### config.mk
export PLATFORM = sky130hd
export DESIGN_NAME = fwp_flash_end_flat
export DESIGN_NICKNAME = d
export VERILOG_FILES = /design/src/fwp_pkg.sv /design/src/fwp_link_if.sv /design/src/fwp_flash_end.sv /design/src/flat_wrapper.sv
export SDC_FILE = /design/constraint.sdc
export NUM_CORES = 1
export LEC_CHECK = 0
export ABC_AREA = 1
export ABC_CLOCK_PERIOD_IN_PS = 5400
export BUFFER_PORTS_ARGS = -buffer_cell sky130_fd_sc_hd__buf_2
export CORE_ASPECT_RATIO = 0.6
export CORE_MARGIN = 5
export CORE_UTILIZATION = 57
export CTS_BUF_LIST = sky130_fd_sc_hd__clkbuf_8
export DETAILED_ROUTE_END_ITERATION = 6
export PLACE_DENSITY = 0.89
export SLEW_MARGIN = 20
export SYNTH_ARGS = -nofsm -noshare
export SYNTH_HDL_FRONTEND = slang
export SYNTH_SLANG_ARGS = --single-unit
### constraint.sdc
create_clock -name core_clk -period 5.4 [get_ports core_clk]
set_clock_uncertainty 0.15 [all_clocks]
set_input_delay 1.08 -clock core_clk [delete_from_list [all_inputs] [get_ports core_clk]]
set_output_delay 1.08 -clock core_clk [all_outputs]
set_load 0.1 [all_outputs]
### src/fwp_pkg.sv
// shared constants of the flash write-protection link
package fwp_pkg;
	localparam int CORE_MHZ = 50;
	// command opcodes
	localparam logic [7:0] OP_SET_WE = 8'h06;
	localparam logic [7:0] OP_CLR_WE = 8'h04;
	localparam logic [7:0] OP_READ_SR1 = 8'h05;
	localparam logic [7:0] OP_READ_SR2 = 8'h35;
	localparam logic [7:0] OP_WRITE_SR = 8'h01;
	localparam logic [7:0] OP_PROGRAM = 8'h02;
	localparam logic [7:0] OP_ERASE_PAGE = 8'h81;
	localparam logic [7:0] OP_ERASE_4K = 8'h20;
	localparam logic [7:0] OP_ERASE_32K = 8'h52;
	localparam logic [7:0] OP_ERASE_64K = 8'hd8;
	localparam logic [7:0] OP_ERASE_CHIP = 8'h60;
	localparam logic [7:0] OP_ERASE_CHIP2 = 8'hc7;
	localparam logic [7:0] OP_SUSPEND = 8'h75;
	localparam logic [7:0] OP_RESUME = 8'h7a;
	localparam logic [7:0] OP_DEEP_PD = 8'hb9;
	localparam logic [7:0] OP_RELEASE_PD = 8'hab;
	// command lengths in bits
	localparam logic [5:0] LEN_OP = 6'h08;
	localparam logic [5:0] LEN_SR1 = 6'h10;
	localparam logic [5:0] LEN_SR2 = 6'h18;
	localparam logic [5:0] LEN_ERASE = 6'h20;
	localparam logic [5:0] LEN_PROGRAM = 6'h28;
	localparam logic [5:0] LEN_OVER = 6'h3f;
	// array geometry
	localparam logic [23:0] ARRAY_BYTES = 24'h080000;
	localparam logic [23:0] ARRAY_TOP = 24'h07ffff;
	localparam logic [23:0] SIZE_64K = 24'h010000;
	localparam logic [23:0] SIZE_32K = 24'h008000;
	localparam logic [23:0] SIZE_4K = 24'h001000;
	localparam logic [23:0] MASK_PAGE = 24'h0000ff;
	localparam logic [23:0] MASK_4K = 24'h000fff;
	localparam logic [23:0] MASK_32K = 24'h007fff;
	localparam logic [23:0] MASK_64K = 24'h00ffff;
	// timing
	localparam int SUSPEND_LATENCY_US = 30;
	localparam int PROGRAM_TYP_MS = 2;
	localparam int PROGRAM_MAX_MS = 3;
	localparam int ERASE_TYP_MS = 16;
	localparam int ERASE_MAX_MS = 30;
	localparam int RESUME_GAP_US = 20;
	localparam int PROGRESS_GAP_US = 100;
	localparam int SELECT_DELAY_US = 150;
	localparam int SUSPEND_LATENCY_CYC = SUSPEND_LATENCY_US * CORE_MHZ;
	localparam int PROGRAM_CYC = PROGRAM_TYP_MS * 1000 * CORE_MHZ;
	localparam int PROGRAM_MAX_CYC = PROGRAM_MAX_MS * 1000 * CORE_MHZ;
	localparam int ERASE_CYC = ERASE_TYP_MS * 1000 * CORE_MHZ;
	localparam int ERASE_MAX_CYC = ERASE_MAX_MS * 1000 * CORE_MHZ;
	localparam int RESUME_GAP_CYC = RESUME_GAP_US * CORE_MHZ;
	localparam int PROGRESS_GAP_CYC = PROGRESS_GAP_US * CORE_MHZ;
	localparam int SELECT_DELAY_CYC = SELECT_DELAY_US * CORE_MHZ;
	localparam int SCLK_HALF_CYC = 8;
	// host register map
	localparam logic [3:0] REG_CMD = 4'h0;
	localparam logic [3:0] REG_ARGS = 4'h4;
	localparam logic [3:0] REG_CTRL = 4'h8;
	localparam logic [3:0] REG_STATUS = 4'hc;
	localparam logic [1:0] RESP_OKAY = 2'h0;
	localparam logic [1:0] RESP_SLVERR = 2'h2;
endpackage : fwp_pkg

### src/fwp_link_if.sv
// serial link between the flash end and its controller
`timescale 1ns/100ps
interface fwp_link_if;
	logic sclk;
	logic cs_n;
	logic mosi;
	logic miso;
	logic wp_n;
	modport flash (input sclk, input cs_n, input mosi, input wp_n, output miso);
	modport ctrl (output sclk, output cs_n, output mosi, output wp_n, input miso);
endinterface : fwp_link_if

### src/fwp_flash_end.sv
// flash end: command decode, write protection and program/erase timing
`timescale 1ns/100ps
// Operation
// - enter suspend within 30 us of suspend
// - host waits 20 us resume to program suspend
// - host waits 20 us resume to erase suspend
// - program loops need 100 us resume gaps
// - erase loops need 100 us resume gaps
// - page program finishes within 3 ms
// - every erase finishes within 30 ms
// - host waits 150 us after power-up
// - power-up returns state machine to standby
// - status reads zero as delivered
// - array changes only after complete commands
// - reject commands not ending on byte boundary
// - data-changing commands need write enable latch
// - protect bits select unwritable array region
// - low write-protect pin freezes protect bits
// - deep power-down ignores all but release; status reads still shift out on miso here
// - protect bits decode to fractional top/bottom range
// - complement bit inverts the protected range
// - program or erase touching protection ignored
// - per-block select protects whole array here
module fwp_flash_end
	import fwp_pkg::*;
#(
	parameter int PROG_CYCLES = PROGRAM_CYC,
	parameter int ERASE_CYCLES = ERASE_CYC
) (
	// clock and reset
	input wire logic core_clk,
	input wire logic rst,
	// serial link
	fwp_link_if.flash link,
	// array update strobes
	output logic mem_prog,
	output logic [18:0] mem_prog_addr,
	output logic [7:0] mem_prog_data,
	output logic mem_erase,
	output logic [18:0] mem_erase_lo,
	output logic [18:0] mem_erase_hi,
	// state
	output logic busy,
	output logic suspended,
	output logic deep_pd
);
	typedef enum logic [1:0] {
		ST_IDLE = 2'b00,
		ST_BUSY = 2'b01,
		ST_SUSP = 2'b10
	} fwp_dev_state_type;

	typedef struct packed {
		logic [2:0] s1;
		logic [2:0] s2;
		logic [2:0] s3;
		logic wp1;
		logic wp2;
		fwp_dev_state_type st;
		logic [5:0] nbits;
		logic [7:0] sh;
		logic [7:0] opcode;
		logic [31:0] args;
		logic [7:0] tx;
		logic miso;
		logic write_enable_latch;
		logic [4:0] protect_bits;
		logic srp0;
		logic srp1;
		logic cmp;
		logic per_block_protect_select;
		logic dpd;
		logic [19:0] timer;
		logic op_erase;
		logic [18:0] op_lo;
		logic [18:0] op_hi;
		logic [7:0] op_data;
		logic prog_pulse;
		logic erase_pulse;
	} fwp_dev_regs_type;

	fwp_dev_regs_type r;
	fwp_dev_regs_type n;

	// true when [lo,hi] overlaps the region the protect bits guard
	function automatic logic prot_hit(input logic [4:0] bp, input logic c, input logic w,
			input logic [23:0] lo, input logic [23:0] hi);
		logic none;
		logic all;
		logic swap;
		logic [23:0] size;
		logic [23:0] plo;
		logic [23:0] phi;
		none = (bp[2:0] == 3'h0);
		all = bp[4] ? (bp[2:0] == 3'h7) : bp[2];
		if (bp[4] && bp[2]) begin
			size = SIZE_32K;
		end else if (bp[4]) begin
			size = SIZE_4K << (bp[1:0] - 2'h1);
		end else begin
			size = SIZE_64K << (bp[1:0] - 2'h1);
		end
		if (bp[3]) begin
			plo = 24'h0;
			phi = size - 24'h1;
		end else begin
			plo = ARRAY_BYTES - size;
			phi = ARRAY_TOP;
		end
		if (c) begin
			if (bp[3]) begin
				plo = phi + 24'h1;
				phi = ARRAY_TOP;
			end else begin
				phi = plo - 24'h1;
				plo = 24'h0;
			end
			swap = none;
			none = all;
			all = swap;
		end
		// individual lock bits are all set after power-up and never cleared here
		return w || all || (!none && lo <= phi && hi >= plo);
	endfunction : prot_hit

	function automatic logic [23:0] erase_mask(input logic [7:0] op);
		case (op)
			OP_ERASE_PAGE: erase_mask = MASK_PAGE;
			OP_ERASE_4K: erase_mask = MASK_4K;
			OP_ERASE_32K: erase_mask = MASK_32K;
			default: erase_mask = MASK_64K;
		endcase
	endfunction : erase_mask

	logic rise;
	logic fall;
	logic cs_up;
	logic cs_down;
	logic len_ok;
	logic [7:0] byte_in;
	logic [7:0] sr1;
	logic [7:0] sr2;
	logic [23:0] t_lo;
	logic [23:0] t_hi;

	assign sr1 = {r.srp0, r.protect_bits, r.write_enable_latch, r.st == ST_BUSY};
	assign sr2 = {r.st == ST_SUSP, r.cmp, 3'h0, r.per_block_protect_select, 1'h0, r.srp1};

	always_comb begin
		n = r;
		n.prog_pulse = 1'b0;
		n.erase_pulse = 1'b0;
		n.s1 = {link.sclk, link.cs_n, link.mosi};
		n.s2 = r.s1;
		n.s3 = r.s2;
		n.wp1 = link.wp_n;
		n.wp2 = r.wp1;
		rise = r.s2[2] && !r.s3[2] && !r.s2[1];
		fall = !r.s2[2] && r.s3[2] && !r.s2[1];
		cs_up = r.s2[1] && !r.s3[1];
		cs_down = !r.s2[1] && r.s3[1];
		byte_in = {r.sh[6:0], r.s2[0]};
		// a command that stopped mid-byte or overflowed the counter is dropped
		len_ok = (r.nbits[2:0] == 3'h0) && (r.nbits != 6'h0) && (r.nbits < LEN_OVER);
		t_lo = r.args[23:0] & ~erase_mask(r.opcode);
		t_hi = r.args[23:0] | erase_mask(r.opcode);
		if (cs_down) begin
			n.nbits = 6'h0;
		end
		if (rise) begin
			n.sh = byte_in;
			if (r.nbits != LEN_OVER) begin
				n.nbits = r.nbits + 6'h1;
			end
			if (r.nbits == LEN_OP - 6'h1) begin
				n.opcode = byte_in;
				n.tx = (byte_in == OP_READ_SR2) ? sr2 : sr1;
			end else if (r.nbits[2:0] == 3'h7) begin
				n.args = {r.args[23:0], byte_in};
			end
		end
		if (fall) begin
			n.miso = r.tx[7];
			n.tx = {r.tx[6:0], r.tx[7]};
		end
		if (r.st == ST_BUSY) begin
			if (r.timer == 20'h0) begin
				n.st = ST_IDLE;
				n.prog_pulse = !r.op_erase;
				n.erase_pulse = r.op_erase;
			end else begin
				n.timer = r.timer - 20'h1;
			end
		end
		// commands act only when chip select returns high after whole bytes
		if (cs_up && len_ok) begin
			if (r.dpd) begin
				if (r.opcode == OP_RELEASE_PD && r.nbits == LEN_OP) begin
					n.dpd = 1'b0;
				end
			end else begin
				case (r.st)
					ST_BUSY: begin
						// the timer freezes at once, well inside the latency bound
						if (r.opcode == OP_SUSPEND && r.nbits == LEN_OP) begin
							n.st = ST_SUSP;
						end
					end
					ST_SUSP: begin
						if (r.opcode == OP_RESUME && r.nbits == LEN_OP) begin
							n.st = ST_BUSY;
						end
					end
					default: begin
						case (r.opcode)
							OP_SET_WE: begin
								if (r.nbits == LEN_OP) begin
									n.write_enable_latch = 1'b1;
								end
							end
							OP_CLR_WE: begin
								if (r.nbits == LEN_OP) begin
									n.write_enable_latch = 1'b0;
								end
							end
							OP_DEEP_PD: begin
								if (r.nbits == LEN_OP) begin
									n.dpd = 1'b1;
								end
							end
							OP_WRITE_SR: begin
								if (r.write_enable_latch && (r.nbits == LEN_SR1 || r.nbits == LEN_SR2)) begin
									n.write_enable_latch = 1'b0;
									if (r.wp2) begin
										n.protect_bits = (r.nbits == LEN_SR1) ? r.args[6:2] : r.args[14:10];
										n.srp0 = (r.nbits == LEN_SR1) ? r.args[7] : r.args[15];
										if (r.nbits == LEN_SR2) begin
											n.srp1 = r.args[0];
										end
									end
									if (r.nbits == LEN_SR2) begin
										n.per_block_protect_select = r.args[2];
										n.cmp = r.args[6];
									end
								end
							end
							OP_PROGRAM: begin
								if (r.write_enable_latch && r.nbits == LEN_PROGRAM) begin
									n.write_enable_latch = 1'b0;
									if (r.args[31:27] == 5'h0 && !prot_hit(r.protect_bits, r.cmp,
											r.per_block_protect_select, r.args[31:8], r.args[31:8])) begin
										n.st = ST_BUSY;
										n.op_erase = 1'b0;
										n.op_lo = r.args[26:8];
										n.op_hi = r.args[26:8];
										n.op_data = r.args[7:0];
										n.timer = 20'(PROG_CYCLES - 1);
									end
								end
							end
							OP_ERASE_PAGE, OP_ERASE_4K, OP_ERASE_32K, OP_ERASE_64K: begin
								if (r.write_enable_latch && r.nbits == LEN_ERASE) begin
									n.write_enable_latch = 1'b0;
									if (t_lo[23:19] == 5'h0 && !prot_hit(r.protect_bits, r.cmp,
											r.per_block_protect_select, t_lo, t_hi)) begin
										n.st = ST_BUSY;
										n.op_erase = 1'b1;
										n.op_lo = t_lo[18:0];
										n.op_hi = t_hi[18:0];
										n.timer = 20'(ERASE_CYCLES - 1);
									end
								end
							end
							OP_ERASE_CHIP, OP_ERASE_CHIP2: begin
								if (r.write_enable_latch && r.nbits == LEN_OP) begin
									n.write_enable_latch = 1'b0;
									if (!prot_hit(r.protect_bits, r.cmp, r.per_block_protect_select, 24'h0, ARRAY_TOP)) begin
										n.st = ST_BUSY;
										n.op_erase = 1'b1;
										n.op_lo = 19'h0;
										n.op_hi = ARRAY_TOP[18:0];
										n.timer = 20'(ERASE_CYCLES - 1);
									end
								end
							end
							default: begin
								n.st = ST_IDLE;
							end
						endcase
					end
				endcase
			end
		end
	end

	// status and state clear to zero and standby on reset
	always_ff @(posedge core_clk or posedge rst) begin
		if (rst) begin
			r <= '0;
		end else begin
			r <= n;
		end
	end

	assign link.miso = r.miso;
	assign mem_prog = r.prog_pulse;
	assign mem_prog_addr = r.op_lo;
	assign mem_prog_data = r.op_data;
	assign mem_erase = r.erase_pulse;
	assign mem_erase_lo = r.op_lo;
	assign mem_erase_hi = r.op_hi;
	assign busy = (r.st == ST_BUSY);
	assign suspended = (r.st == ST_SUSP);
	assign deep_pd = r.dpd;
endmodule : fwp_flash_end

### src/flat_wrapper.sv
// flat-port wrapper written by rule: the top's interface ports become plain ports
module fwp_flash_end_flat import fwp_pkg::*;
#(
	parameter int PROG_CYCLES = PROGRAM_CYC,
	parameter int ERASE_CYCLES = ERASE_CYC
)
  (core_clk, rst, mem_prog, mem_prog_addr, mem_prog_data, mem_erase, mem_erase_lo, mem_erase_hi, busy, suspended, deep_pd, link_sclk, link_cs_n, link_mosi, link_wp_n, link_miso);
  fwp_link_if link_i ();
  input wire logic core_clk;
  input wire logic rst;
  output logic mem_prog;
  output logic [18:0] mem_prog_addr;
  output logic [7:0] mem_prog_data;
  output logic mem_erase;
  output logic [18:0] mem_erase_lo;
  output logic [18:0] mem_erase_hi;
  output logic busy;
  output logic suspended;
  output logic deep_pd;
  input wire logic [$bits(link_i.sclk)-1:0] link_sclk;
  input wire logic [$bits(link_i.cs_n)-1:0] link_cs_n;
  input wire logic [$bits(link_i.mosi)-1:0] link_mosi;
  input wire logic [$bits(link_i.wp_n)-1:0] link_wp_n;
  output wire logic [$bits(link_i.miso)-1:0] link_miso;
  assign link_i.sclk = link_sclk;
  assign link_i.cs_n = link_cs_n;
  assign link_i.mosi = link_mosi;
  assign link_i.wp_n = link_wp_n;
  assign link_miso = link_i.miso;
  fwp_flash_end #(.PROG_CYCLES(PROG_CYCLES), .ERASE_CYCLES(ERASE_CYCLES)) u_core (.core_clk(core_clk), .rst(rst), .link(link_i), .mem_prog(mem_prog), .mem_prog_addr(mem_prog_addr), .mem_prog_data(mem_prog_data), .mem_erase(mem_erase), .mem_erase_lo(mem_erase_lo), .mem_erase_hi(mem_erase_hi), .busy(busy), .suspended(suspended), .deep_pd(deep_pd));
endmodule
# [Word level (Yosys, flattened, before mapping)]
# Cells that the tools add are included.
[classes] order_cmp=7 bitwise_logic=6 reduce_logical=65 addsub=15 n_eq_ne=35 shift=2 n_mux=183
[op_table] operator="24-bit 2-to-1 mux" n=95
[op_table] operator="67-bit 2-to-1 mux" n=4
[op_table] operator="59-bit 2-to-1 mux" n=4
[op_table] operator="59-bit case mux with 3 select lines" n=1
[op_table] operator="24-bit by 1-bit subtractor with 24-bit output, second input constant" n=6
[op_table] operator="24-bit by 1-bit adder with 24-bit output, second input constant" n=3
[op_table] operator="20-bit by 24-bit subtractor with 24-bit output, first input constant" n=3
[op_table] operator="68-bit 2-to-1 mux" n=1
[op_table] operator="32-bit 2-to-1 mux" n=2
[op_table] operator="62-bit 2-to-1 mux" n=1
[op_table] operator="24-bit >= comparator" n=2
[op_table] operator="24-bit less-or-equal comparator" n=2
[op_table] operator="16-bit case mux with 3 select lines" n=1
[op_table] operator="1-bit 2-to-1 mux" n=44
[op_table] operator="8-bit equality test, second input constant" n=5
[op_table] operator="20-bit 2-to-1 mux" n=2
[op_table] operator="8-bit by 7-bit equality test with 1-bit output, second input constant" n=4
[op_table] operator="8-bit 2-to-1 mux" n=4
[op_table] operator="2-bit 2-to-1 mux" n=15
[op_table] operator="1-bit logical AND" n=25
[op_table] operator="24-bit AND" n=1
[op_table] operator="19-bit by 24-bit >= comparator with 1-bit output, first input constant" n=1
[op_table] operator="1-bit by 24-bit less-or-equal comparator with 1-bit output, first input constant" n=1
[op_table] operator="16-bit NOT with 24-bit output" n=1
[op_table] operator="45 further kinds" n=85
[word_totals] input_bits=6 out_inout_bits=71 regBits=156 word_cells=339

# [Longest topological paths before layout]
# Gate-level depths: netlist of the first run.
[logic_depth] word_depth=36 depth_mapped=36 mapped_depth_nobuf=34

# [Least setup slack after synthesis of the first run]
# OpenSTA, ideal clock, no wires.
[synth_path] path_type="register -> register" from="register u_core.r[74] (netlist name)" to="register u_core.r (netlist bit u_core.mem_prog_data[0])" slack_ps=1101 synth_period_minus_slack_ps=4299 path_stages_with_launch=34 arrival_time_ps=4031 setup_time_ps=118 required_time_ps=5132 path_buffers=2 cell_sequence="dfrtp_1 -> inv_2 -> ha_1 -> buf_4 -> nand4_1 -> ha_1 -> inv_1 -> nor2_2 -> nand2_2 -> inv_2 -> nand2_1 -> nand3_2 -> nand2_2 -> nor2_2 -> o21ai_2 -> o21a_1 -> o21ai_0 -> ha_1 -> a21oi_1 -> nor2_1 -> a211oi_1 -> o21ai_0 -> a21o_1 -> a21oi_1 -> o21ai_0 -> nand2_1 -> inv_1 -> nand2_2 -> nand2_4 -> nor2_8 -> nand2_4 -> buf_6 -> nand2_1 -> o21ai_2"
[synth_between] elab_chain_cells=31 word_cells_on_any_way=65 classes_between="add/sub: 5; order compare: 2; eq/ne: 1; shift: 2; mux: 46; reduce/logical: 9"
[synth_lines] element="start, declared" line_no="fwp_flash_end.sv:82" rtl="fwp_dev_regs_type r;"
[synth_lines] element="start signal, assigned" line_no="fwp_flash_end.sv:301" rtl="r <= n;"
[synth_lines] element="2-bit by 1-bit subtractor with 2-bit output" line_no="fwp_flash_end.sv:99, fwp_flash_end.sv:101"
[synth_lines] element="17-bit by 2-bit left shift with 24-bit output / 13-bit by 2-bit left shift with 24-bit output (equally long branches)" line_no="fwp_flash_end.sv:101, fwp_flash_end.sv:99"
[synth_lines] element="24-bit 2-to-1 mux" line_no="fwp_flash_end.sv:98" rtl="end else if (bp[4]) begin"
[synth_lines] element="24-bit 2-to-1 mux" line_no="fwp_flash_end.sv:96" rtl="if (bp[4] && bp[2]) begin"
[synth_lines] element="24-bit 2-to-1 mux" line_no="fwp_flash_end.sv:248" rtl="if (r.write_enable_latch && r.nbits == LEN_PROGRAM) begin"
[synth_lines] element="24-bit 2-to-1 mux" line_no="fwp_flash_end.sv:215" rtl="case (r.opcode)"
[synth_lines] element="24-bit 2-to-1 mux" line_no="fwp_flash_end.sv:202" rtl="case (r.st)"
[synth_lines] element="24-bit 2-to-1 mux" line_no="fwp_flash_end.sv:197" rtl="if (r.dpd) begin"
[synth_lines] element="[14 not listed]"
[synth_lines] element="24-bit 2-to-1 mux" line_no="fwp_flash_end.sv:197"
[synth_lines] element="24-bit 2-to-1 mux" line_no="fwp_flash_end.sv:196" rtl="if (cs_up && len_ok) begin"
[synth_lines] element="24-bit less-or-equal comparator" line_no="fwp_flash_end.sv:123" rtl="return w || all || (!none && lo <= phi && hi >= plo);"
[synth_lines] element="1-bit logical AND (2 in series)" line_no="fwp_flash_end.sv:123"
[synth_lines] element="1-bit logical OR *" line_no="fwp_flash_end.sv:123"
[synth_lines] element="1-bit logical NOT *" line_no="fwp_flash_end.sv:250" rtl="if (r.args[31:27] == 5'h0 && !prot_hit(r.protect_bits, r.cmp,"
[synth_lines] element="1-bit logical AND *" line_no="fwp_flash_end.sv:250"
[synth_lines] element="6-bit AND reduction (no line) *"
# Every way passes the cells marked *; elsewhere a longest branch is shown, timed or not. The select of a mux whose other input is x is not followed.
# A chain may end at the register's enable or synchronous reset.

==> impl_metrics.csv, run 1 <==
group,metric,value,unit
timing,post-route-min-period,5.03,ns
cts,cts.sinks,154,
synth,synth_compound_area_frac,0.116,
pwr,vdd_drop_max,0.000159,V
floorplanning,die_w,177,um
cells_and_area,multi_input_area,4620,um^2
floorplanning,dieHeight,110,um
cells_and_area,nets,1300,
cts,htreeDepth,4,
timing,setup-violations-final,0,
timing,worstMarginPinSlew,0.943,ns
worst_setup_path,worstSetupStartpointType,"register",
grt,track_usage,0.270,
worst_setup_path,worstPathRequired,5.59,ns
timing,fmax,0.199,GHz
synth,synth_edf_count,0,
floorplanning,dieArea,19500,um^2
synth,synthAdderAreaFrac,0.0734,
cells_and_area,fillers,1353,
route,drt-wirelength-per-cell,17.5,um
synth,synth_xor_xnor_area_share,0.0147,
cts,cts.path.max_buffers,2,
timing,finalMaxSlewViolations,0,
synth,synthMuxAreaShare,0.00236,
grt,overflow,0,
synth,ys.flop_type,"dfrtp_1",
route,drtAntennaViolNets,0,
timing,slew_headroom,0.372,
grt,antenna_found_initial,1,
route,dr.pass1.iters,5,
synth,yosysWarnings,0,
cells_and_area,final_cell_mix,"nand2_1 (290), dfrtp_1 (153), inv_1 (117), nor2_1 (111), o21ai_0 (105)",
cts,cts_made_buffers,17,
cells_and_area,fin_area,10200,um^2
floorplanning,start_util,0.584,
route,drt-total-wl,25900,um
cells_and_area,syn_to_final_growth,6.54,%
placed_design,place_congestion,0.988,
route,via_count,8674,
synth,async_flop_share,1.00,
timing,fin_setup_tns,0,ns
grt,grt_max_degree,101,
synth,synth_cells,1219,
pwr,power_density,222,nW/um^2
synth,postSynthAreaPerCell,7.84,um^2
worst_setup_path,path_class,"reg -> reg",
synth,synth.distinct_cells,53,
hold_path,hold_path_class,"reg -> reg",
cells_and_area,layout_commonest_cell,"nand2_1",
cells_and_area,antenna_cells,0,
placed_design,placed_cell_area,9680,um^2
cells_and_area,seq_area,3850,um^2
cts,tritoncts,"done",
worst_setup_path,reg2reg_slack,0.37,ns
status,status,"finished, final reports clean",
placed_design,io_buffer_count,76,
route,first_iter_violations,1090,
route,viasPerCell,5.86,
floorplanning,ios,77,
worst_setup_path,arrival,5.22,ns
floorplanning,core-area,16400,um^2
synth,synth_seq_cells,154,
floorplanning,rows,36,
cts,hold_buffers,0,
synth,synth-simple-area-share,0.274,
route,drc_errors,0,
grt,grt_pass1_wl,41300,um
synth,ys_seq_area_frac,0.403,
grt,grt_pass1_vias,8028,
worst_setup_path,crit_path_end_kind,"register",
timing,min_period_over_period,0.931,
cts,cts.reportedPaths.clkPinSlew,0.11,ns
synth,synth_top_family_by_area,"simple AND/OR/NAND/NOR gates",
cells_and_area,drive_gt1_frac,0.150,
flow_run,maxCapViolCount,0,
cts,insertion_delay,0.47,ns
placed_design,dpl.hpwl,19500,um
cts,clock-root-buffer,"clkbuf_8",
pwr,leakage,0.00513,uW
timing,rsz0062_at_grt,"false",
synth,netlist_area,9550,um^2
worst_setup_path,crit_fanout,9,
timing,finalHoldViolCount,0,
[state kept, by name, indices dropped and copies added (netlist names)]
signal,flops
u_core.mem_erase_hi,19
u_core.r,90
u_core.link.miso,1
u_core.mem_erase_lo,19
u_core.mem_prog_data,8
u_core.byte_in,8
u_core.mem_prog,1
u_core.mem_erase,1
u_core.n,6
u_core.deep_pd,1
[layout make-up]
cell class,count,area share
Clock buffer,18,0.0243
Clock inverter,14,0.0198
Inverter,128,0.0480
Multi-Input combinational cell,849,0.454
Sequential cell,154,0.379
Tap cell,228,0.0280
Timing Repair Buffer,88,0.0475
[worst paths after layout]
path                                           from                         to  cells past startpoint
setup reg to reg           u_core.r[74]$_DFFE_PP0P_     u_core.r[49]$_DFF_PP0_                     24
min in group asynchronous                       rst  u_core.r[119]$_DFFE_PP0P_                      2
max in group asynchronous                       rst  u_core.r[128]$_DFFE_PP0P_                      3
hold / removal              u_core.n[145]$_DFF_PP0_    u_core.r[145]$_DFF_PP0_                      0
setup / recovery           u_core.r[74]$_DFFE_PP0P_     u_core.r[49]$_DFF_PP0_                     24
hold reg to reg             u_core.n[145]$_DFF_PP0_    u_core.r[145]$_DFF_PP0_                      0
[report_power, final]
part           total (uW)  switching, uW  leakage, uW  internal [uW]
logic                68.5           52.6      0.00287           15.9
registers            1190           17.2      0.00203           1170
clock network        1010            514     0.000227            492
[through the flow]
| step | setup WS, ns | util | hold WS (ns) | cells | total power (uW) |
|---|---|---|---|---|---|
| after floorplan | 0.0202 | - | 0.181 | 1222 | 1250 |
| after global placement | 0.602 | 0.592 | 0.185 | 1443 | 1280 |
| after detailed placement | 0.302 | 0.592 | 0.186 | 1443 | 1280 |
| after CTS | 0.267 | 0.619 | 0.209 | 1475 | 2270 |
| after global routing | 0.0266 | 0.622 | 0.221 | 1479 | 2330 |
| final | 0.374 | 0.622 | 0.206 | 1479 | 2260 |
[layer usage]
metal / track usage / up-vias / routed length [um] / part of all wire
met5: 0 / - / 13 / 0.00050
met4: 0.0883 / 2 / 619 / 0.024
met3: 0.0849 / 82 / 3630 / 0.14
met2: 0.386 / 563 / 10500 / 0.41
met1: 0.392 / 4030 / 11100 / 0.43
li1: - / 3997 / - / -
[Yosys cell counts, types with 2 or more instances]
library cell	instances	area share
buf_4	69	0.054
nand3_2	4	0.0042
nor3_1	16	0.0084
nand4_1	26	0.017
nor2_4	2	0.0024
a21oi_1	34	0.018
nand2_1	290	0.11
clkbuf_1	13	0.0051
nor2_2	13	0.0085
xnor2_1	6	0.0055
a21boi_0	3	0.0024
nor2_1	111	0.044
a211oi_1	5	0.0039
inv_2	8	0.0031
nor4b_1	2	0.0018
inv_1	118	0.046
dfrtp_1	154	0.40
a32oi_1	3	0.0028
nor3_2	2	0.0021
o22ai_1	6	0.0039
nand2_4	5	0.0059
o21ai_0	106	0.056
o21ai_2	10	0.0092
ha_1	56	0.073
a21o_1	3	0.0024
mux2_2	2	0.0024
o311ai_0	2	0.0018
a31oi_1	3	0.0020
o211ai_1	7	0.0055
nor4_1	14	0.0092
a22oi_1	3	0.0024
xor2_1	10	0.0092
nand2_2	10	0.0065
nand3_1	78	0.041
buf_2	7	0.0037
[critical path: stages, from the launching register on]
cell and delay [ns]:
dfrtp_2 0.47, inv_2 0.09, ha_2 0.41, nand4_1 0.21, ha_1 0.29, inv_1 0.09, nor2_2 0.06, nand2_2 0.10
inv_2 0.05, a211oi_1 0.42, nor2_2 0.10, o21ai_0 0.17, inv_1 0.09, ha_1 0.27, nand2_1 0.07, o21ai_0 0.19
a21oi_1 0.07, o21ai_0 0.23, nand3_1 0.11, a211oi_1 0.25, nand2_2 0.13, nand3_1 0.19, nand2_1 0.21, o21ai_2 0.34
o21ai_0 0.16
[cells by family after synthesis]
family / count (synthesis)
flip-flops: 154
adder cells (fa/ha/maj): 56
multiplexers: 2
other: 1
buffers and inverters: 219
AO/OA/AOI/OAI: 192
XOR/XNOR: 16
AND/OR/NAND/NOR: 579
[repair_timing]
| item | 4_1_cts | 5_1_grt |
|---|---|---|
| buffers inserted | 0 | 4 |
| gates resized for setup | 0 | 4 |
| endpoints found under the setup margin | 0 | 63 |
| hold endpoints to repair | 0 | 0 |
Power figures use the tool's default switching activity.
==> run 2, diff against run 1 <==
--- a/config.mk
+++ b/config.mk
@@ -8,7 +8,7 @@
 export ABC_AREA = 1
 export ABC_CLOCK_PERIOD_IN_PS = 5400
 export BUFFER_PORTS_ARGS = -buffer_cell sky130_fd_sc_hd__buf_2
-export CORE_ASPECT_RATIO = 0.6
+export CORE_ASPECT_RATIO = 1.5
 export CORE_MARGIN = 5
 export CORE_UTILIZATION = 57
 export CTS_BUF_LIST = sky130_fd_sc_hd__clkbuf_8
==> run 2 against run 1 <==
  * Critical path depth increased by 6
  * Highest routed layer is now met4
  * Critical path type unchanged
  * Sequential share of layout area increased by 0.57 points
  * Core utilization decreased by 1.9 points
==> impl_metrics.csv, run 2 (synthesized netlist as in run 1, its figures left out) <==
group,metric,value,unit
floorplanning,start_util,0.575,
cts,cts_made_buffers,17,
route,drc_errors,0,
worst_setup_path,path_class,"reg -> reg",
placed_design,io_buffer_count,76,
worst_setup_path,arrival,5.17,ns
timing,post-route-min-period,4.97,ns
route,drt-wirelength-per-cell,16.4,um
timing,min_period_over_period,0.921,
worst_setup_path,max_stage_delay,0.45,ns
cts,clock-root-buffer,"clkbuf_8",
floorplanning,dieArea,19500,um^2
status,status,"finished, final reports clean",
pwr,power_density,209,nW/um^2
timing,finalMaxSlewViolations,0,
flow_run,maxCapViolCount,0,
worst_setup_path,crit_fanout,17,
placed_design,place_congestion,0.991,
worst_setup_path,crit_path_end_kind,"register",
cells_and_area,antenna_cells,0,
route,via_count,8336,
worst_setup_path,critPathSlowestCell,"dfrtp_2",
floorplanning,dieHeight,169,um
route,first_iter_violations,838,
cells_and_area,finalNonFillerCells,1454,
cts,insertion_delay,0.46,ns
hold_path,hold_path_class,"reg -> reg",
cells_and_area,fillers,1425,
cells_and_area,nets,1293,
cts,tritoncts,"done",
cells_and_area,final_cell_mix,"nand2_1 (290), dfrtp_1 (153), inv_1 (120), nor2_1 (111), o21ai_0 (106)",
worst_setup_path,r2r_start,"u_core.r[74]$_DFFE_PP0P_",
worst_setup_path,worstSetupStartpointType,"register",
cts,cts.path.max_buffers,2,
cts,htreeDepth,4,
timing,holdWs,0.207,ns
grt,overflow,0,
pwr,leakage,0.00506,uW
timing,rsz0062_at_grt,"false",
cells_and_area,largest_reg_flops,90,
cells_and_area,top_register,"u_core.r",
route,viasPerCell,5.73,
worst_setup_path,worstPathRequired,5.60,ns
placed_design,dpl.hpwl,18200,um
timing,fmax,0.201,GHz
route,drt-total-wl,23800,um
cells_and_area,syn_to_final_growth,4.96,%
grt,antenna_found_initial,0,
hold_path,hold_start,"u_core.n[151]$_DFF_PP0_",
cells_and_area,drive_gt1_frac,0.142,
cts,cts.reportedPaths.clkPinSlew,0.09,ns
worst_setup_path,startpoint,"u_core.r[74]$_DFFE_PP0P_",
route,drtAntennaViolNets,0,
grt,grt_max_degree,120,
grt,grt_pass1_vias,8013,
cells_and_area,layout_commonest_cell,"nand2_1",
cts,cts.sinks,154,
floorplanning,core-area,16600,um^2
timing,fin_setup_tns,0,ns
timing,worstMarginPinSlew,0.821,ns
floorplanning,ios,77,
grt,track_usage,0.250,
floorplanning,die_w,116,um
route,dr.pass1.iters,5,
timing,setup-violations-final,0,
timing,finalHoldViolCount,0,
placed_design,dp.cells,1421,
pwr,vdd_drop_max,0.000198,V
timing,slew_headroom,0.452,
grt,grt_pass1_wl,38900,um
floorplanning,rows,58,
run 2: cell count changes in the layout (fill, tap and decap cells not counted), moves of 2 or more:
cell	previous run	this run
clkinv_4	0	2
clkinvlp_4	1	3
buf_4	11	5
inv_1	117	120
inv_8	5	2
bufinv_16	3	1
run 2: per-stage QoR:
stage          worst slack (ns)  power, uW  area [um^2]   util
2_1_floorplan            0.0202       1250         9560      -
3_3_place_gp              0.332       1280         9620  0.579
3_5_place_dp              0.198       1280         9620  0.579
4_1_cts                   0.176       2100         9990  0.601
5_1_grt                  0.0219       2170        10000  0.603
6_report                  0.426       2100        10000  0.603
run 2: final timing paths:
kind,slack (ns),to,cells after the start
max,0.43,u_core.mem_prog_data[3]$_DFFE_PP0P_,30
min,0.21,u_core.n[148]$_DFF_PP0_,0
max reg2reg,0.43,u_core.mem_prog_data[3]$_DFFE_PP0P_,30
min reg2reg,0.21,u_core.n[148]$_DFF_PP0_,0
max in group asynchronous,3.46,u_core.mem_erase_lo[11]$_DFFE_PP0P_,3
min in group asynchronous,0.59,u_core.r[51]$_DFF_PP0_,2
run 2: worst max-delay path: cells and delay by family (launching register included):
| kind | cells | cell delay, ns |
|---|---|---|
| AOI/OAI and AO/OA | 10 | 1.34 |
| buffers and inverters | 3 | 0.18 |
| adders and majority gates | 3 | 1.02 |
| and+or+nand+nor | 14 | 1.71 |
| DFF | 1 | 0.45 |
run 2: area by class of cell:
type / instances / area, um^2 / share of cell area
Inverter: 128 / 490 / 0.0489
Clock buffer: 18 / 248 / 0.0247
Multi-Input combinational cell: 849 / 4630 / 0.462
Clock inverter: 14 / 124 / 0.0124
Tap cell: 210 / 263 / 0.0262
Timing Repair Buffer: 81 / 418 / 0.0417
Sequential cell: 154 / 3850 / 0.384
run 2: where the power goes:
group	total, uW	leakage, uW	switching, uW	internal, uW
combinational	69.6	0.00284	54.0	15.6
clock	839	0.000192	460	379
sequential	1190	0.00203	16.5	1170
total	2100	0.00506	531	1560
run 2: repair_timing:
action | in CTS | in global routing
hold buffers | 0 | 0
buffers inserted | 0 | 1
resized for setup | 0 | 3
endpoints found under the setup margin | 0 | 47
run 2: routing by layer:
layer | wire [um] | GRT usage | vias up
li1 | - | - | 3983
met1 | 9220 | 0.305 | 3887
met2 | 11700 | 0.420 | 383
met3 | 1760 | 0.0490 | 83
met4 | 1170 | 0.123 | 0
met5 | 0 | 0 | -
==> run 3, diff against run 2 <==
--- a/config.mk
+++ b/config.mk
@@ -12,8 +12,10 @@
 export CORE_MARGIN = 5
 export CORE_UTILIZATION = 57
 export CTS_BUF_LIST = sky130_fd_sc_hd__clkbuf_8
+export CTS_CLUSTER_DIAMETER = 80
 export DETAILED_ROUTE_END_ITERATION = 6
-export PLACE_DENSITY = 0.89
+export GPL_ROUTABILITY_DRIVEN = 0
+export PLACE_DENSITY = 0.86
 export SLEW_MARGIN = 20
 export SYNTH_ARGS = -nofsm -noshare
 export SYNTH_HDL_FRONTEND = slang
==> run 3 against run 2 <==
  * The flow now finishes with violations (design-rule violations)
  * Final cell count up 0.14%
  * First-iteration DRC count up 20%
  * Sequential cell count unchanged
  * Combinational power up 3.0%
  * Die area unchanged
  * Register-to-register slack better by 0.04 ns
  * Fmax up 0.75%
  * Critical path type unchanged
  * Largest power group unchanged
  * Highest routed layer unchanged
==> impl_metrics.csv, run 3 (synthesized netlist as in run 1, its figures left out) <==
group,metric,value,unit
cts,htreeDepth,4,
cts,cts.reportedPaths.clkPinSlew,0.09,ns
grt,grt_max_degree,65,
flow_run,maxCapViolCount,0,
placed_design,place_worst_setup_slack,0.289,ns
pwr,clock_power_share,0.431,
route,drtAntennaViolNets,0,
pwr,vdd_drop_max,0.000185,V
route,dr.pass1.iters,7,
pwr,switching_power,540,uW
worst_setup_path,critPathSlowestCell,"dfrtp_2",
placed_design,io_buffer_count,76,
floorplanning,dieArea,19500,um^2
cts,hold_buffers,0,
route,first_iter_violations,1005,
grt,grt_pass1_wl,38700,um
timing,rsz0062_at_grt,"false",
worst_setup_path,path_class,"reg -> reg",
timing,min_period_over_period,0.914,
timing,finalMaxSlewViolations,0,
cells_and_area,drive_gt1_frac,0.148,
cells_and_area,top_register,"u_core.r",
grt,antenna_found_initial,0,
cells_and_area,syn_to_final_growth,5.95,%
cts,cts.sinks,154,
cts,tritoncts,"done",
status,status,"complete, but fails checks",
timing,worstMarginPinSlew,1.02,ns
pwr,comb_power_share,0.032,
timing,slew_headroom,0.313,
cells_and_area,nets,1295,
route,via_count,8435,
worst_setup_path,crit_path_end_kind,"register",
worst_setup_path,crit_fanout,10,
grt,grt_pass1_vias,8090,
cells_and_area,largest_reg_flops,90,
grt,track_usage,0.249,
timing,worst_slack,0.463,ns
timing,fin_setup_tns,0,ns
cells_and_area,layout_commonest_cell,"nand2_1",
placed_design,dpl.hpwl,17900,um
floorplanning,start_util,0.575,
timing,setup-violations-final,0,
pwr,p_sw_frac,0.245,
cts,cts.path.max_buffers,2,
pwr,leakage,0.00510,uW
route,drc_errors,5,
timing,fmax,0.203,GHz
route,wl_met3,1610,um
route,wl_met1,9040,um
route,dr_wl_met2,11600,um
route,drt-wirelength-per-cell,16.1,um
cells_and_area,final_cell_mix,"nand2_1 (289), dfrtp_1 (153), inv_1 (117), nor2_1 (111), o21ai_0 (106)",
hold_path,hold_path_class,"reg -> reg",
cts,insertion_delay,0.47,ns
worst_setup_path,worstPathRequired,5.65,ns
floorplanning,ios,77,
cells_and_area,antenna_cells,0,
worst_setup_path,worstSetupStartpointType,"register",
pwr,p_seq_frac,0.537,
cts,cts_made_buffers,17,
route,viasPerCell,5.79,
route,drt-total-wl,23500,um
timing,finalHoldViolCount,0,
floorplanning,rows,58,
cells_and_area,fillers,1416,
grt,overflow,0,
pwr,p_int,1670,uW
route,routed.top_layer,"met4",
floorplanning,core-area,16600,um^2
worst_setup_path,arrival,5.19,ns
pwr,power_density,218,nW/um^2
floorplanning,die_w,116,um
cts,clock-root-buffer,"clkbuf_8",
floorplanning,dieHeight,169,um
status,violations,"design-rule violations",
worst_setup_path,max_stage_delay,0.45,ns
timing,post-route-min-period,4.94,ns
run 3: changes by cell type in the layout (fill, tap and decap cells not counted), sizes merged:
cell,previous run,this run
bufinv,1,3
clkinvlp,3,1
buf,81,83
run 3: timing repair:
action                     in CTS  in global routing
setup endpoints to repair       0                 58
resized for setup               0                  6
setup buffers                   0                  3
run 3: layout make-up:
class                   count  area (um^2)  share of cell area
multi-input cells         849         4640               0.458
flip-flops and latches    154         3850               0.381
inverters                 128          488              0.0482
clock buffers              18          248              0.0245
repair buffers             83          445              0.0440
well taps                 210          263              0.0260
clock inverters            14          183              0.0181
run 3: stage by stage:
step           power [uW]  instances  cell area, um^2  utilization  hold WS, ns
2_1_floorplan        1250       1222             9560            -        0.181
5_1_grt              2290       1456            10100        0.609        0.212
3_3_place_gp         1280       1421             9620        0.579        0.184
6_report             2210       1456            10100        0.609        0.195
3_5_place_dp         1280       1421             9620        0.579        0.186
4_1_cts              2220       1453            10100        0.605        0.204
run 3: per-layer routing:
metal | track usage | vias to the layer above
met5 | 0 | -
met4 | 0.123 | 0
met3 | 0.0508 | 103
met2 | 0.427 | 378
met1 | 0.293 | 3962
li1 | - | 3992
run 3: power by group through the flow:
stage	clock [uW]	sequential, uW	combinational, uW
floorplan	0	1200	49.4
global placement	0	1210	70.5
detailed placement	0	1210	73.4
CTS	955	1190	74.0
global route	1020	1190	84.5
finish	951	1190	71.7
run 3: path summary, 6_finish.rpt:
check	start	endpoint	slack, ns	cells past startpoint
min reg2reg	u_core.n[151]$_DFF_PP0_	u_core.n[148]$_DFF_PP0_	0.19	0
min in group asynchronous	rst	u_core.r[59]$_DFF_PP0_	0.51	2
max reg2reg	u_core.r[74]$_DFFE_PP0P_	u_core.mem_erase_hi[14]$_DFFE_PP0P_	0.46	31
max	u_core.r[74]$_DFFE_PP0P_	u_core.mem_erase_hi[14]$_DFFE_PP0P_	0.46	31
min	u_core.n[151]$_DFF_PP0_	u_core.n[148]$_DFF_PP0_	0.19	0
max in group asynchronous	rst	u_core.r[74]$_DFFE_PP0P_	3.52	3
run 3: worst max-delay path: cells and delay by family, from the launching register on:
family | cells | cell delay (ns)
adder cells (fa/ha/maj) | 3 | 0.97
AO/OA/AOI/OAI | 9 | 1.39
buffers and inverters | 4 | 0.38
flip-flops | 1 | 0.45
AND/OR/NAND/NOR | 15 | 1.53
